## src/pll_synth_consts.svh

```systemverilog
// Constants for the synthesizer core: offsets, fields, resets, timing
// Notes on behaviour
// - Mode field: 00 inputs off, 01 direct low, 10 swallow high, 11 swallow low.
// - Direct mode takes low input, pulls high input down, uses programmable counter only.
// - Low-band swallow mode takes low input, pulls high down, uses both counters.
// - High-band swallow mode takes high input, pulls low down, uses both counters.
// - Inputs-off mode only pulls both inputs down; everything else keeps running.
// - Divider is 5-bit swallow plus 12-bit programmable counter, one 17-bit down counter.
// - Data word upper 12 bits program counter, low 4 bits swallow upper bits.
// - Direct uses upper 12 bits only; swallow mode uses all 17 bits.
// - Swallow LSB flag is captured only when the data word is written.
// - Mode bit 3 gives swallow LSB; mode bit 2 always reads zero.
// - Reference is made by dividing the 75 kHz oscillator clock.
// - Reference codes 1,3,5,6.25,12.5,25 kHz; 110/111 disable; bit 3 reads zero.
// - Disabled synthesizer pulls both inputs down and floats both error outputs.
// - Pin, watchdog and clock-stop resets force reference select to 0111.
// - Up request when divided frequency is lower, down request when higher.
// - Disabled synthesizer asserts neither up nor down request.
// - Error outputs low when reference leads, high when divided leads, else float.
// - Up and down requests carry a fixed 0.8 to 1.0 us delay.
// - Unlock flag set once per reference period if either request was low.
// - Unlock read returns flag in bit 0, zeros above, and clears it.
// - Unlock register is read-only; reads by peripheral read, writes ignored.
`ifndef PLL_SYNTH_CONSTS_SVH
`define PLL_SYNTH_CONSTS_SVH

// ============================================================
// Register addresses
`define ADDR_MODE_SEL      7'h10
`define ADDR_REF_SEL       7'h11
`define ADDR_LOCK_LOSS     7'h12

// ============================================================
// Fields and codes
`define MODE_SWALLOW_LSB_BIT 3
`define MODE_OFF           2'h0
`define MODE_DIRECT_LOW    2'h1
`define MODE_SWALLOW_HIGH  2'h2
`define MODE_SWALLOW_LOW   2'h3
`define MODE_RESET         2'h0
`define REF_SEL_RESET      3'h7
`define REF_RATIO_1K       7'h4B
`define REF_RATIO_3K       7'h19
`define REF_RATIO_5K       7'h0F
`define REF_RATIO_6K25     7'h0C
`define REF_RATIO_12K5     7'h06
`define REF_RATIO_25K      7'h03

// ============================================================
// Timing
`define CLK_PERIOD_NS      100
`define REQ_DELAY_MIN_NS   800
`define REQ_DELAY_CYC      ((`REQ_DELAY_MIN_NS + `CLK_PERIOD_NS - 1) / `CLK_PERIOD_NS)

`endif

```

## src/pll_synth_pkg.sv

```systemverilog
// Types shared by the synthesizer core
`include "pll_synth_consts.svh"
package pll_synth_pkg;

    typedef enum logic [1:0] {
        PFD_IDLE,
        PFD_UP,
        PFD_DOWN,
        PFD_CLEAR
    } pfd_state_e;

    // Reference ratio from select code; zero means disabled
    function automatic logic [6:0] ref_ratio(input logic [2:0] sel);
        case (sel)
            3'h0:    ref_ratio = `REF_RATIO_1K;
            3'h1:    ref_ratio = `REF_RATIO_3K;
            3'h2:    ref_ratio = `REF_RATIO_5K;
            3'h3:    ref_ratio = `REF_RATIO_6K25;
            3'h4:    ref_ratio = `REF_RATIO_12K5;
            3'h5:    ref_ratio = `REF_RATIO_25K;
            default: ref_ratio = 7'h00;
        endcase
    endfunction : ref_ratio

endpackage : pll_synth_pkg

```

## src/pll_core_if.sv

```systemverilog
// Carrier between the synthesizer top and its divider and reference blocks
`timescale 1ns/1ps
interface pll_core_if;
    logic        enable;
    logic        swallow_mode;
    logic [16:0] divisor;
    logic        in_edge;
    logic        div_pulse;
    logic [2:0]  ref_sel;
    logic        xtal_edge;
    logic        ref_pulse;

    modport top (output enable, output swallow_mode, output divisor, output in_edge,
                 output ref_sel, output xtal_edge, input div_pulse, input ref_pulse);
    modport div (input enable, input swallow_mode, input divisor, input in_edge,
                 output div_pulse);
    modport rgen (input enable, input ref_sel, input xtal_edge, output ref_pulse);
endinterface : pll_core_if

```

## src/pll_synth.sv

```systemverilog
// Synthesizer core top: registers, input selection, phase comparator, charge pump
`timescale 1ns/1ps
`include "pll_synth_consts.svh"
module pll_synth (
    // Clock and resets
    input  wire logic        sys_clk_i,
    input  wire logic        rst_i,
    input  wire logic        wdt_reset_i,
    input  wire logic        clock_stop_i,

    // Peripheral register port
    input  wire logic [6:0]  reg_addr_i,
    input  wire logic        reg_wr_i,
    input  wire logic [3:0]  reg_wdata_i,
    input  wire logic        periph_read_instr_i,
    output      logic [3:0]  reg_rdata_o,

    // Divider data register write
    input  wire logic        periph_write_instr_i,
    input  wire logic [15:0] divider_data_reg_i,

    // Oscillator and crystal inputs
    input  wire logic        low_band_osc_in_i,
    input  wire logic        high_band_osc_in_i,
    input  wire logic        xtal_75k_i,

    // Input pull-down controls
    output      logic        low_band_pd_o,
    output      logic        high_band_pd_o,

    // Error outputs, three-state
    output      logic        error_out_a_o,
    output      logic        error_out_a_oe_o,
    output      logic        error_out_b_o,
    output      logic        error_out_b_oe_o,

    // Comparator requests
    output      logic        up_request_n_o,
    output      logic        down_request_n_o
);

    // ============================================================
    // Registers
    logic [1:0]  div_mode;
    logic        swallow_lsb_flag;
    logic [2:0]  ref_sel;
    logic [16:0] divisor;
    logic        lock_loss_bit;

    wire logic div_mode_hi = div_mode[1];
    wire logic div_mode_lo = div_mode[0];
    wire logic wr_mode     = reg_wr_i && (reg_addr_i == `ADDR_MODE_SEL);
    wire logic wr_ref      = reg_wr_i && (reg_addr_i == `ADDR_REF_SEL);
    wire logic rd_lock     = periph_read_instr_i && (reg_addr_i == `ADDR_LOCK_LOSS);
    wire logic any_reset   = rst_i || wdt_reset_i || clock_stop_i;

    // Codes 110 and 111 disable the whole synthesizer
    wire logic synth_off   = ref_sel[2] && ref_sel[1];

    // No halt input reaches these registers, so a halted CPU leaves them running
    always_ff @(posedge sys_clk_i) begin
        if (any_reset) begin
            ref_sel <= `REF_SEL_RESET;
        end else if (wr_ref) begin
            ref_sel <= reg_wdata_i[2:0];
        end
    end

    // Clock stop keeps the swallow flag, pin and watchdog resets clear it
    always_ff @(posedge sys_clk_i) begin
        if (any_reset) begin
            div_mode <= `MODE_RESET;
        end else if (wr_mode) begin
            div_mode <= reg_wdata_i[1:0];
        end
    end

    always_ff @(posedge sys_clk_i) begin
        if (rst_i || wdt_reset_i) begin
            swallow_lsb_flag <= 1'b0;
        end else if (wr_mode) begin
            swallow_lsb_flag <= reg_wdata_i[`MODE_SWALLOW_LSB_BIT];
        end
    end

    // Flag is sampled only by the data write; later flag writes wait for the next one
    always_ff @(posedge sys_clk_i) begin
        if (rst_i) begin
            divisor <= 17'h00000;
        end else if (periph_write_instr_i) begin
            divisor <= {divider_data_reg_i, swallow_lsb_flag};
        end
    end

    // ============================================================
    // Pin synchronisers
    logic [2:0] low_sync;
    logic [2:0] high_sync;
    logic [2:0] xtal_sync;

    always_ff @(posedge sys_clk_i) begin
        if (rst_i) begin
            low_sync  <= 3'h0;
            high_sync <= 3'h0;
            xtal_sync <= 3'h0;
        end else begin
            low_sync  <= {low_sync[1:0], low_band_osc_in_i};
            high_sync <= {high_sync[1:0], high_band_osc_in_i};
            xtal_sync <= {xtal_sync[1:0], xtal_75k_i};
        end
    end

    // Edge detectors look only at the second and third stages
    wire logic low_edge  = low_sync[1] && !low_sync[2];
    wire logic high_edge = high_sync[1] && !high_sync[2];
    wire logic xtal_edge = xtal_sync[1] && !xtal_sync[2];

    // ============================================================
    // Input selection
    wire logic use_high  = div_mode_hi && !div_mode_lo;
    wire logic use_low   = div_mode_lo;
    wire logic sel_edge  = use_high ? high_edge : (use_low ? low_edge : 1'b0);

    // Disabled inputs are pulled down; selected input floats at mid level
    wire logic next_low_pd  = synth_off || !use_low;
    wire logic next_high_pd = synth_off || !use_high;

    // ============================================================
    // Divider and reference generator
    pll_core_if core ();

    assign core.enable       = !synth_off;
    assign core.swallow_mode = div_mode_hi;
    assign core.divisor      = divisor;
    assign core.in_edge      = sel_edge;
    assign core.ref_sel      = ref_sel;
    assign core.xtal_edge    = xtal_edge;

    prog_divider u_divider (
        .sys_clk_i (sys_clk_i),
        .rst_i     (rst_i),
        .core      (core.div)
    );

    ref_generator u_ref (
        .sys_clk_i (sys_clk_i),
        .rst_i     (rst_i),
        .core      (core.rgen)
    );

    wire logic div_pulse = core.div_pulse;
    wire logic ref_pulse = core.ref_pulse;

    // ============================================================
    // Phase comparator
    pll_synth_pkg::pfd_state_e state;
    pll_synth_pkg::pfd_state_e next_state;
    logic [3:0]                delay_cnt;

    // The common window after both edges sets the fixed request delay
    wire logic delay_done = (delay_cnt >= 4'(`REQ_DELAY_CYC - 1));

    always_comb begin
        next_state = state;
        case (state)
            pll_synth_pkg::PFD_IDLE: begin
                if (ref_pulse && div_pulse) begin
                    next_state = pll_synth_pkg::PFD_CLEAR;
                end else if (ref_pulse) begin
                    next_state = pll_synth_pkg::PFD_UP;
                end else if (div_pulse) begin
                    next_state = pll_synth_pkg::PFD_DOWN;
                end
            end
            pll_synth_pkg::PFD_UP: begin
                if (div_pulse) begin
                    next_state = pll_synth_pkg::PFD_CLEAR;
                end
            end
            pll_synth_pkg::PFD_DOWN: begin
                if (ref_pulse) begin
                    next_state = pll_synth_pkg::PFD_CLEAR;
                end
            end
            pll_synth_pkg::PFD_CLEAR: begin
                if (delay_done) begin
                    next_state = pll_synth_pkg::PFD_IDLE;
                end
            end
            default: next_state = pll_synth_pkg::PFD_IDLE;
        endcase
    end

    always_ff @(posedge sys_clk_i) begin
        if (rst_i || synth_off) begin
            state <= pll_synth_pkg::PFD_IDLE;
        end else begin
            state <= next_state;
        end
    end

    always_ff @(posedge sys_clk_i) begin
        if (rst_i || state != pll_synth_pkg::PFD_CLEAR) begin
            delay_cnt <= 4'h0;
        end else begin
            delay_cnt <= delay_cnt + 4'h1;
        end
    end

    wire logic up_req   = (state == pll_synth_pkg::PFD_UP)
                       || (state == pll_synth_pkg::PFD_CLEAR);
    wire logic down_req = (state == pll_synth_pkg::PFD_DOWN)
                       || (state == pll_synth_pkg::PFD_CLEAR);

    // ============================================================
    // Charge pump
    // Equal phases leave the pins floating, so the loop filter holds its charge
    wire logic next_err_oe  = !synth_off && (up_req != down_req);
    wire logic next_err_lvl = down_req && !up_req;

    always_ff @(posedge sys_clk_i) begin
        if (rst_i) begin
            error_out_a_o    <= 1'b0;
            error_out_a_oe_o <= 1'b0;
            error_out_b_o    <= 1'b0;
            error_out_b_oe_o <= 1'b0;
            up_request_n_o   <= 1'b1;
            down_request_n_o <= 1'b1;
            low_band_pd_o    <= 1'b1;
            high_band_pd_o   <= 1'b1;
        end else begin
            error_out_a_o    <= next_err_lvl;
            error_out_a_oe_o <= next_err_oe;
            error_out_b_o    <= next_err_lvl;
            error_out_b_oe_o <= next_err_oe;
            up_request_n_o   <= !up_req;
            down_request_n_o <= !down_req;
            low_band_pd_o    <= next_low_pd;
            high_band_pd_o   <= next_high_pd;
        end
    end

    // ============================================================
    // Lock loss detection
    // The shared clear window is not counted as a phase error
    logic err_seen;
    wire logic phase_err = up_req != down_req;

    always_ff @(posedge sys_clk_i) begin
        if (rst_i || synth_off || ref_pulse) begin
            err_seen <= 1'b0;
        end else if (phase_err) begin
            err_seen <= 1'b1;
        end
    end

    wire logic set_lock_loss = ref_pulse && (err_seen || phase_err);

    // Set wins over the clearing read so no error period is lost
    always_ff @(posedge sys_clk_i) begin
        if (rst_i) begin
            lock_loss_bit <= 1'b0;
        end else if (set_lock_loss) begin
            lock_loss_bit <= 1'b1;
        end else if (rd_lock) begin
            lock_loss_bit <= 1'b0;
        end
    end

    // ============================================================
    // Read port
    // Writes to the lock loss address decode to nothing
    logic [3:0] next_rdata;

    always_comb begin
        case (reg_addr_i)
            `ADDR_MODE_SEL:  next_rdata = {swallow_lsb_flag, 1'b0, div_mode};
            `ADDR_REF_SEL:   next_rdata = {1'b0, ref_sel};
            `ADDR_LOCK_LOSS: next_rdata = {3'h0, lock_loss_bit};
            default:         next_rdata = 4'h0;
        endcase
    end

    always_ff @(posedge sys_clk_i) begin
        if (rst_i) begin
            reg_rdata_o <= 4'h0;
        end else if (periph_read_instr_i) begin
            reg_rdata_o <= next_rdata;
        end
    end

endmodule : pll_synth

```

## src/prog_divider.sv

```systemverilog
// Programmable divider: swallow and programmable counters as one down counter
`timescale 1ns/1ps
`include "pll_synth_consts.svh"
module prog_divider (
    // Clock and reset
    input  wire logic sys_clk_i,
    input  wire logic rst_i,
    // Core carrier
    pll_core_if.div   core
);
    logic [16:0] count;
    logic [16:0] span;
    logic        terminal;

    // Direct mode ignores the swallow bits
    assign span     = core.swallow_mode ? core.divisor
                                        : {5'h00, core.divisor[16:5]};
    assign terminal = (count <= 17'h00001);

    always_ff @(posedge sys_clk_i) begin
        if (rst_i || !core.enable) begin
            count          <= span;
            core.div_pulse <= 1'b0;
        end else if (core.in_edge) begin
            count          <= terminal ? span : count - 17'h00001;
            core.div_pulse <= terminal;
        end else begin
            core.div_pulse <= 1'b0;
        end
    end
endmodule : prog_divider

```

## src/ref_generator.sv

```systemverilog
// Reference generator: divides oscillator edges down to the selected reference
`timescale 1ns/1ps
`include "pll_synth_consts.svh"
module ref_generator (
    // Clock and reset
    input  wire logic sys_clk_i,
    input  wire logic rst_i,
    // Core carrier
    pll_core_if.rgen  core
);
    logic [6:0] count;
    logic [6:0] ratio;

    assign ratio = pll_synth_pkg::ref_ratio(core.ref_sel);

    always_ff @(posedge sys_clk_i) begin
        if (rst_i || !core.enable) begin
            count          <= 7'h00;
            core.ref_pulse <= 1'b0;
        end else if (core.xtal_edge) begin
            count          <= (count >= ratio - 7'h01) ? 7'h00 : count + 7'h01;
            core.ref_pulse <= (count >= ratio - 7'h01);
        end else begin
            core.ref_pulse <= 1'b0;
        end
    end
endmodule : ref_generator

```

## config.mk

```make
export PLATFORM = sky130hd
export DESIGN_NAME = pll_synth
export DESIGN_NICKNAME = d
export VERILOG_FILES = /design/src/pll_synth_pkg.sv /design/src/pll_core_if.sv /design/src/pll_synth.sv /design/src/prog_divider.sv /design/src/ref_generator.sv
export VERILOG_INCLUDE_DIRS = /design/src
export SDC_FILE = /design/constraint.sdc
export NUM_CORES = 1
export LEC_CHECK = 0
export BUFFER_PORTS_ARGS = -buffer_cell sky130_fd_sc_hd__buf_2
export CAP_MARGIN = 10
export CORE_MARGIN = 2
export CORE_UTILIZATION = 35
export DETAILED_ROUTE_END_ITERATION = 16
export GPL_ROUTABILITY_DRIVEN = 0
export PLACE_DENSITY_LB_ADDON = 0.3
export SYNTH_ARGS = -nofsm -noshare
export SYNTH_HDL_FRONTEND = slang
export SYNTH_HIERARCHICAL = 1
export SYNTH_SLANG_ARGS = --single-unit
```

## constraint.sdc

```tcl
create_clock -name sys_clk_i -period 3.1 [get_ports sys_clk_i]
set_clock_uncertainty 0.05 [all_clocks]
set_input_delay 0.31 -clock sys_clk_i [delete_from_list [all_inputs] [get_ports sys_clk_i]]
set_output_delay 0.31 -clock sys_clk_i [all_outputs]
set_load 0.05 [all_outputs]
```

==> results of run 1 <==
==> path summary, 6_finish.rpt <==
kind | endpoint | slack [ps] | depth (start not counted) | from
worst min-delay path | swallow_lsb_flag | 90 | 2 | wdt_reset_i
worst max register to register | u_divider/count[16] | 520 | 6 | u_divider/count[0]
worst max-delay path | u_divider/count[16] | 520 | 6 | u_divider/count[0]
worst min register to register | xtal_sync[1] | 390 | 1 | xtal_sync[0]
==> layout make-up <==
type                       count  area, um^2  share of cell area
clock buffer                  14         184              0.0417
clock inverter                 1        5.00             0.00114
inverter                      14        52.6              0.0119
timing repair buffer          53         278              0.0630
sequential                    76        1690               0.384
multi-input combinational    262        2020               0.459
tap                          140         175              0.0397
==> placed cells by master, fill, tap and decap left out, drive strengths merged, types with 15 or more instances in the layout <==
cell type / count
nor2: 30
buf: 53
ha: 18
dfxtp: 59
nor2b: 16
mux2i: 56
edfxtp: 17
nor3: 15
nand2: 24
==> cells by family after synthesis <==
| family | count (synthesis) | synth area share |
|---|---|---|
| AND/OR/NAND/NOR | 130 | 0.188 |
| flip-flops | 76 | 0.438 |
| multiplexers | 61 | 0.160 |
| buffers and inverters | 32 | 0.0373 |
| AO/OA/AOI/OAI | 31 | 0.0678 |
| XOR/XNOR | 22 | 0.0499 |
| adder cells (fa/ha/maj) | 18 | 0.0584 |
==> metal layers <==
| metal | track usage | routed length [um] | vias up |
|---|---|---|---|
| met3 | 0.0377 | 272 | 6 |
| met1 | 0.170 | 3560 | 1299 |
| met5 | 0 | 0 | - |
| met4 | 0.0449 | 63 | 0 |
| met2 | 0.217 | 3700 | 52 |
| li1 | - | - | 1403 |
==> state kept, by name, summed over array words and instances (netlist names), 2 cells and up <==
name	flops
xtal_sync	3
u_ref/count	7
reg_rdata_o	4
core.divisor	17
core.ref_sel	3
div_mode	2
state	2
u_divider/count	17
delay_cnt	4
high_sync	3
low_sync	3
==> power by group <==
group | internal (mW) | switching (mW) | leakage [nW] | total (mW)
Clock | 0.379 | 0.338 | 0.0977 | 0.717
Combinational | 0.0845 | 0.0877 | 1.16 | 0.172
Sequential | 1.04 | 0.0244 | 0.684 | 1.06
Total | 1.50 | 0.450 | 1.94 | 1.95
==> metrics by stage <==
step	instance area [um^2]	power, mW
2_1_floorplan	3860	1.20
3_3_place_gp	4220	1.25
3_5_place_dp	4220	1.26
4_1_cts	4410	1.98
5_1_grt	4410	2.04
6_report	4410	1.95
==> metrics.txt, run 1 <==
detailed-route DRC error count 0; Rows 38; Synthesized Nets approximately 430; critical path class flop to flop; post_cts resized 0; share of layout cells above drive strength 1 0.200; Tcrit/Tclk final 0.831; CTS sink count 76; drt total wl roughly 7600 um; Die ar. approximately 12000 um^2; fin util 0.409; core area roughly 11000 um^2; PortBufs 48; Root Driver clkbuf_8; maximum fanout along the worst path 7; Max Cap Viol 0; Max Slew Vio Count 0; Critical Path, Cell by Cell inv_1, ha_1, or4b_2, nor4_1, mux2_2, a32o_1; antenna violations before repair 0; die height between 100 and 150 um; Yosys top cell area share 0.306; # placed instances roughly 550; fill cell count roughly 1100; top cell type by total area after synthesis dfxtp_1; vias in the first global route roughly 2500; final hold vios 0; RSZ-0062 raised after global routing false; distinct cell type count after synthesis 50; first-pass GRT wire length ~12000 um; Crit. End Element flop; Critical Path RT about 3100 ps; peak supply drop 198 uV; maximum clock insertion buffer count 2; Post-synth EDFFs 17; post-route ant nets 0; clk_lat worst skew approximately 340 ps; clock transition at the registers of the reported paths 80 ps; starting density of the core 0.358; post-CTS setup buffer count 0; Layout Cells excl Fill 560; Worst Path Arrival 2620 ps; top post-synthesis cells by count 59 x dfxtp_1, 56 x mux2i_1, 30 x nor2_1; sequential share of the synthesized area 0.438; Top Ports just under 50; Final setup viols 0; Area Growth Syn to Fin 14.3%; pin count of the biggest net entering global routing between 40 and 50; Post-Syn Instances 370; DPL Wire Length 5510 um; total global-route track usage 0.134; pwr/cell area roughly 440 nW/um^2; CP max-delay cell or4b_2; TritonCTS clock tree built; CP startpoint kind flop; CTS Buf Count 9; Setup WS post-layout about 520 ps; DR pass1 iterations 4; Final #Nets 471; pre-CTS worst setup slack 541 ps; min Tclk post-route approximately 2600 ps; cts hold-fix bufs 0; cell with the most instances after synthesis dfxtp_1; Synth Flop Type dfxtp_1; Antenna diodes 0; ranking of synthesized cells by area dfxtp_1 31%, mux2i_1 15%, edfxtp_1 13%; Worst Tran Pin Value ~660 ps; Initial DRC Count 98; top achievable clock speed about 390 MHz; Syn Area/Cell 10.4 um^2; HP Class input pin to flop; yosys synthesis warning count 6; CP delay by family, top simple AND/OR/NAND/NOR gates; status finished, final reports clean; Worst Path Buf+Inv 1; Rel. slew slack 0.560; register bit total from synthesis 76; Critical Path Max Stage Delay between 600 and 700 ps; routed vias/inst roughly 5; die width about 110 um; Static Leak around 1.9 nW; FFs w/ async S/R, synth 0; sum of negative setup slack 0 ps; worst-case hold slack 85.5 ps; GRT overflow 0; Post-Syn Area ~3900 um^2; DR WL/cell between 10 and 15 um; Via Count between 2000 and 3000; H-tree depth 3
Note: power is estimated with default switching activity, not from simulation.
==> run 2, diff against run 1 <==
--- a/config.mk
+++ b/config.mk
@@ -6,6 +6,7 @@
 export SDC_FILE = /design/constraint.sdc
 export NUM_CORES = 1
 export LEC_CHECK = 0
+export ABC_AREA = 1
 export BUFFER_PORTS_ARGS = -buffer_cell sky130_fd_sc_hd__buf_2
 export CAP_MARGIN = 10
 export CORE_MARGIN = 2
==> constraint.sdc (replaced) <==
create_clock -name sys_clk_i -period 2.6 [get_ports sys_clk_i]
set_clock_uncertainty 0.05 [all_clocks]
set_input_delay 0.26 -clock sys_clk_i [delete_from_list [all_inputs] [get_ports sys_clk_i]]
set_output_delay 0.26 -clock sys_clk_i [all_outputs]
set_load 0.05 [all_outputs]
==> metrics.txt, run 2 <==
Internal Power 2.21 mW (was 1.50 mW); Initial DRC Count 84 (was 98); Yosys top cell area share 0.290 (was 0.306); DR pass1 iterations 4 (unchanged); Post-Syn Instances 530 (was 370); FF-to-FF setup slack 310 ps (was 520 ps); CP dominant cell by count inv_1; total global-route track usage 0.143 (was 0.134); most frequent cells in the layout 105 x nand2_1, 96 x nor2_1, 60 x inv_1 (was 59 x dfxtp_1, 56 x mux2i_1, 48 x buf_2); Root Driver clkbuf_16 (was clkbuf_8); die height 112 um (was 109 um); Synthesized Nets 585 (was 425); ranking of synthesized cells by area dfxtp_1 29%, edfxtp_1 13%, nand2_1 9.7% (was dfxtp_1 31%, mux2i_1 15%, edfxtp_1 13%); Final #Nets 632 (was 471); Comb pwr share 0.081 (was 0.088); yosys synthesis warning count 6 (unchanged); Sw Ratio 0.233 (was 0.231); maximum fanout along the worst path 7 (unchanged); sum of negative setup slack 0 ps (unchanged); CP max-delay cell dfxtp_1 (was or4b_2); clk_lat worst skew 330 ps (was 340 ps); hold depth 3 (was 2); first-pass GRT wire length 14700 um (was 12300 um); Critical Path Max Stage Delay 340 ps (was 670 ps); top post-synthesis cells by count 105 x nand2_1, 96 x nor2_1, 60 x inv_1 (was 59 x dfxtp_1, 56 x mux2i_1, 30 x nor2_1); Setup WS post-layout 311 ps (was 524 ps); sequential share of the synthesized area 0.415 (was 0.438); min Tclk post-route 2290 ps (was 2580 ps); Crit. End Element flop (unchanged); die width 112 um (was 109 um); Syn Area/Cell 7.69 um^2 (was 10.4 um^2); post-route ant nets 0 (unchanged); Crit path depth 15 (was 6); vias in the first global route 3343 (was 2538); CP startpoint kind flop (unchanged); Hold EP xtal_sync[0] (was swallow_lsb_flag); Area Growth Syn to Fin 16.1% (was 14.3%); DR WL/cell 11.7 um (was 13.6 um); HP Class input pin to flop (unchanged); Rows 39 (was 38); Worst Tran Pin Value 591 ps (was 659 ps); Final setup viols 0 (unchanged); Reg power frac 0.441 (was 0.544); pwr/cell area 609 nW/um^2 (was 442 nW/um^2); reg2reg end u_ref/count[3] (was u_divider/count[16]); Die ar. 12500 um^2 (was 11900 um^2); Tcrit/Tclk final 0.880 (was 0.831); TritonCTS clock tree built (unchanged); cts hold-fix bufs 0 (unchanged); core area 11400 um^2 (was 10800 um^2); Critical Path RT 2770 ps (was 3140 ps); net switching power 0.672 mW (was 0.450 mW); register bit total from synthesis 76 (unchanged); Max Cap Viol 0 (unchanged); share of layout cells above drive strength 1 0.204 (was 0.200); final hold vios 0 (unchanged); Top Ports 49 (unchanged); Synth Flop Type dfxtp_1 (unchanged); distinct cell type count after synthesis 36 (was 50); top achievable clock speed 437 MHz (was 388 MHz); PortBufs 48 (unchanged); top cell type by total area after synthesis dfxtp_1 (unchanged); Critical Path, Cell by Cell inv_1, nor2_1, a21oi_1, ha_1, inv_1, o21ai_0, inv_1, ha_1, nand2_1, inv_1, nand3_1, nand3_1, nand2_1, nand2_2, nor2_1 (was inv_1, ha_1, or4b_2, nor4_1, mux2_2, a32o_1); Rel. slew slack 0.605 (was 0.560); FFs w/ async S/R, synth 0 (unchanged); Worst Path Arrival 2460 ps (was 2620 ps); clock share of power 0.478 (was 0.368); Post-synth EDFFs 17 (unchanged); pre-CTS worst setup slack 270 ps (was 541 ps); antenna violations before repair 1 (was 0); Largest regs core.divisor: 17 flops, u_divider/count: 17 flops, u_ref/count: 7 flops (unchanged); Placed Area 4390 um^2 (was 4220 um^2); Via Count 3342 (was 2760); Antenna diodes 0 (unchanged); detailed-route DRC error count 0 (unchanged); DPL Wire Length 6470 um (was 5510 um); maximum clock insertion buffer count 2 (unchanged); worst min-delay path startpoint xtal_75k_i (was wdt_reset_i); most common library cell in the layout ignoring fill and taps nand2_1 (was dfxtp_1); GRT overflow 0 (unchanged); cell with the most instances after synthesis nand2_1 (was dfxtp_1); # placed instances 709 (was 545); Worst Path Buf+Inv 4 (was 1); CP delay by family, top simple AND/OR/NAND/NOR gates (unchanged); RSZ-0062 raised after global routing false (unchanged); Post-Syn Area 4080 um^2 (was 3860 um^2); r2r worst-path depth 15 (was 6); clock transition at the registers of the reported paths 60 ps (was 80 ps); H-tree depth 3 (unchanged); starting density of the core 0.358 (about the same); drt total wl 8490 um (was 7600 um); Max Slew Vio Count 0 (unchanged); CTS sink count 76 (unchanged); pin count of the biggest net entering global routing 33 (was 42); fill cell count 1161 (was 1082); r2r startpoint core.ref_sel[0] (was u_divider/count[0]); Static Leak 2.17 nW (was 1.94 nW); status finished, final reports clean (unchanged); CTS Buf Count 9 (unchanged); Layout Cells excl Fill 725 (was 560); peak supply drop 365 uV (was 198 uV); critical path class flop to flop (unchanged); routed vias/inst 4.61 (was 4.93); Final Instance Area 4730 um^2 (was 4410 um^2)
[run 2: layout make-up]
cell class	count	area, um^2	share of cell area
Inverter	68	255	0.0540
Tap cell	143	179	0.0378
Multi-Input combinational cell	371	2010	0.424
Timing Repair Buffer	51	263	0.0555
Clock buffer	10	239	0.0505
Sequential cell	76	1690	0.358
Clock inverter	6	95.1	0.0201
[run 2: cell families (layout without fill, tap and decap cells)]
logic type | after synthesis | in the layout | share of synthesized area
buffers and inverters | 83 | 135 | 0.0927
and+or+nand+nor | 262 | 262 | 0.295
muxes | 7 | 7 | 0.0190
AOI/OAI and AO/OA | 69 | 69 | 0.0903
adders and majority gates | 18 | 18 | 0.0553
DFF | 76 | 76 | 0.415
xor gates and xnor gates | 15 | 15 | 0.0322
[run 2: layer usage]
metal	vias to the layer above	global-route usage	share of wire
li1	1772	-	-
met1	1524	0.170	0.46
met2	33	0.254	0.50
met3	11	0.0370	0.025
met4	2	0.0436	0.014
met5	-	0	0.0015
[run 2: worst max-delay path by stage]
stage | start | end | slack [ps]
after floorplan | core.ref_sel[2] | u_ref/count[0] | 550
after global placement | core.ref_sel[2] | u_ref/count[1] | 400
after detailed placement | core.ref_sel[2] | u_ref/count[3] | 270
after CTS | core.ref_sel[2] | u_ref/count[3] | 250
after global routing | core.ref_sel[2] | u_ref/count[3] | 10
final | core.ref_sel[0] | u_ref/count[3] | 310
[run 2: per-stage QoR]
stage                     hold WS [ps]   util  power, mW
after CTS                         72.3  0.416       2.91
after detailed placement           344  0.386       1.53
final                             80.0  0.416       2.88
after global routing              74.5  0.416       2.99
after global placement             345  0.386       1.53
after floorplan                    303      -       1.46
[run 2: power by group through the flow]
stage	logic [mW]	registers [mW]	clock network, mW
2_1_floorplan	0.164	1.29	0
3_3_place_gp	0.230	1.30	0
3_5_place_dp	0.233	1.30	0
4_1_cts	0.234	1.27	1.41
5_1_grt	0.267	1.28	1.45
6_report	0.232	1.27	1.38
[run 2: worst register-to-register path: cells and delay by family, from the launching register on]
family	cells	cell delay [ps]
buffers and inverters	4	310
AOI/OAI and AO/OA	2	330
adders and majority gates	2	510
and+or+nand+nor	7	630
DFF	1	340
[run 2: repair_timing]
item	in CTS	in global routing
setup endpoints to repair	0	7
hold endpoints to repair	0	0
gates resized for setup	0	2
setup buffers	0	0
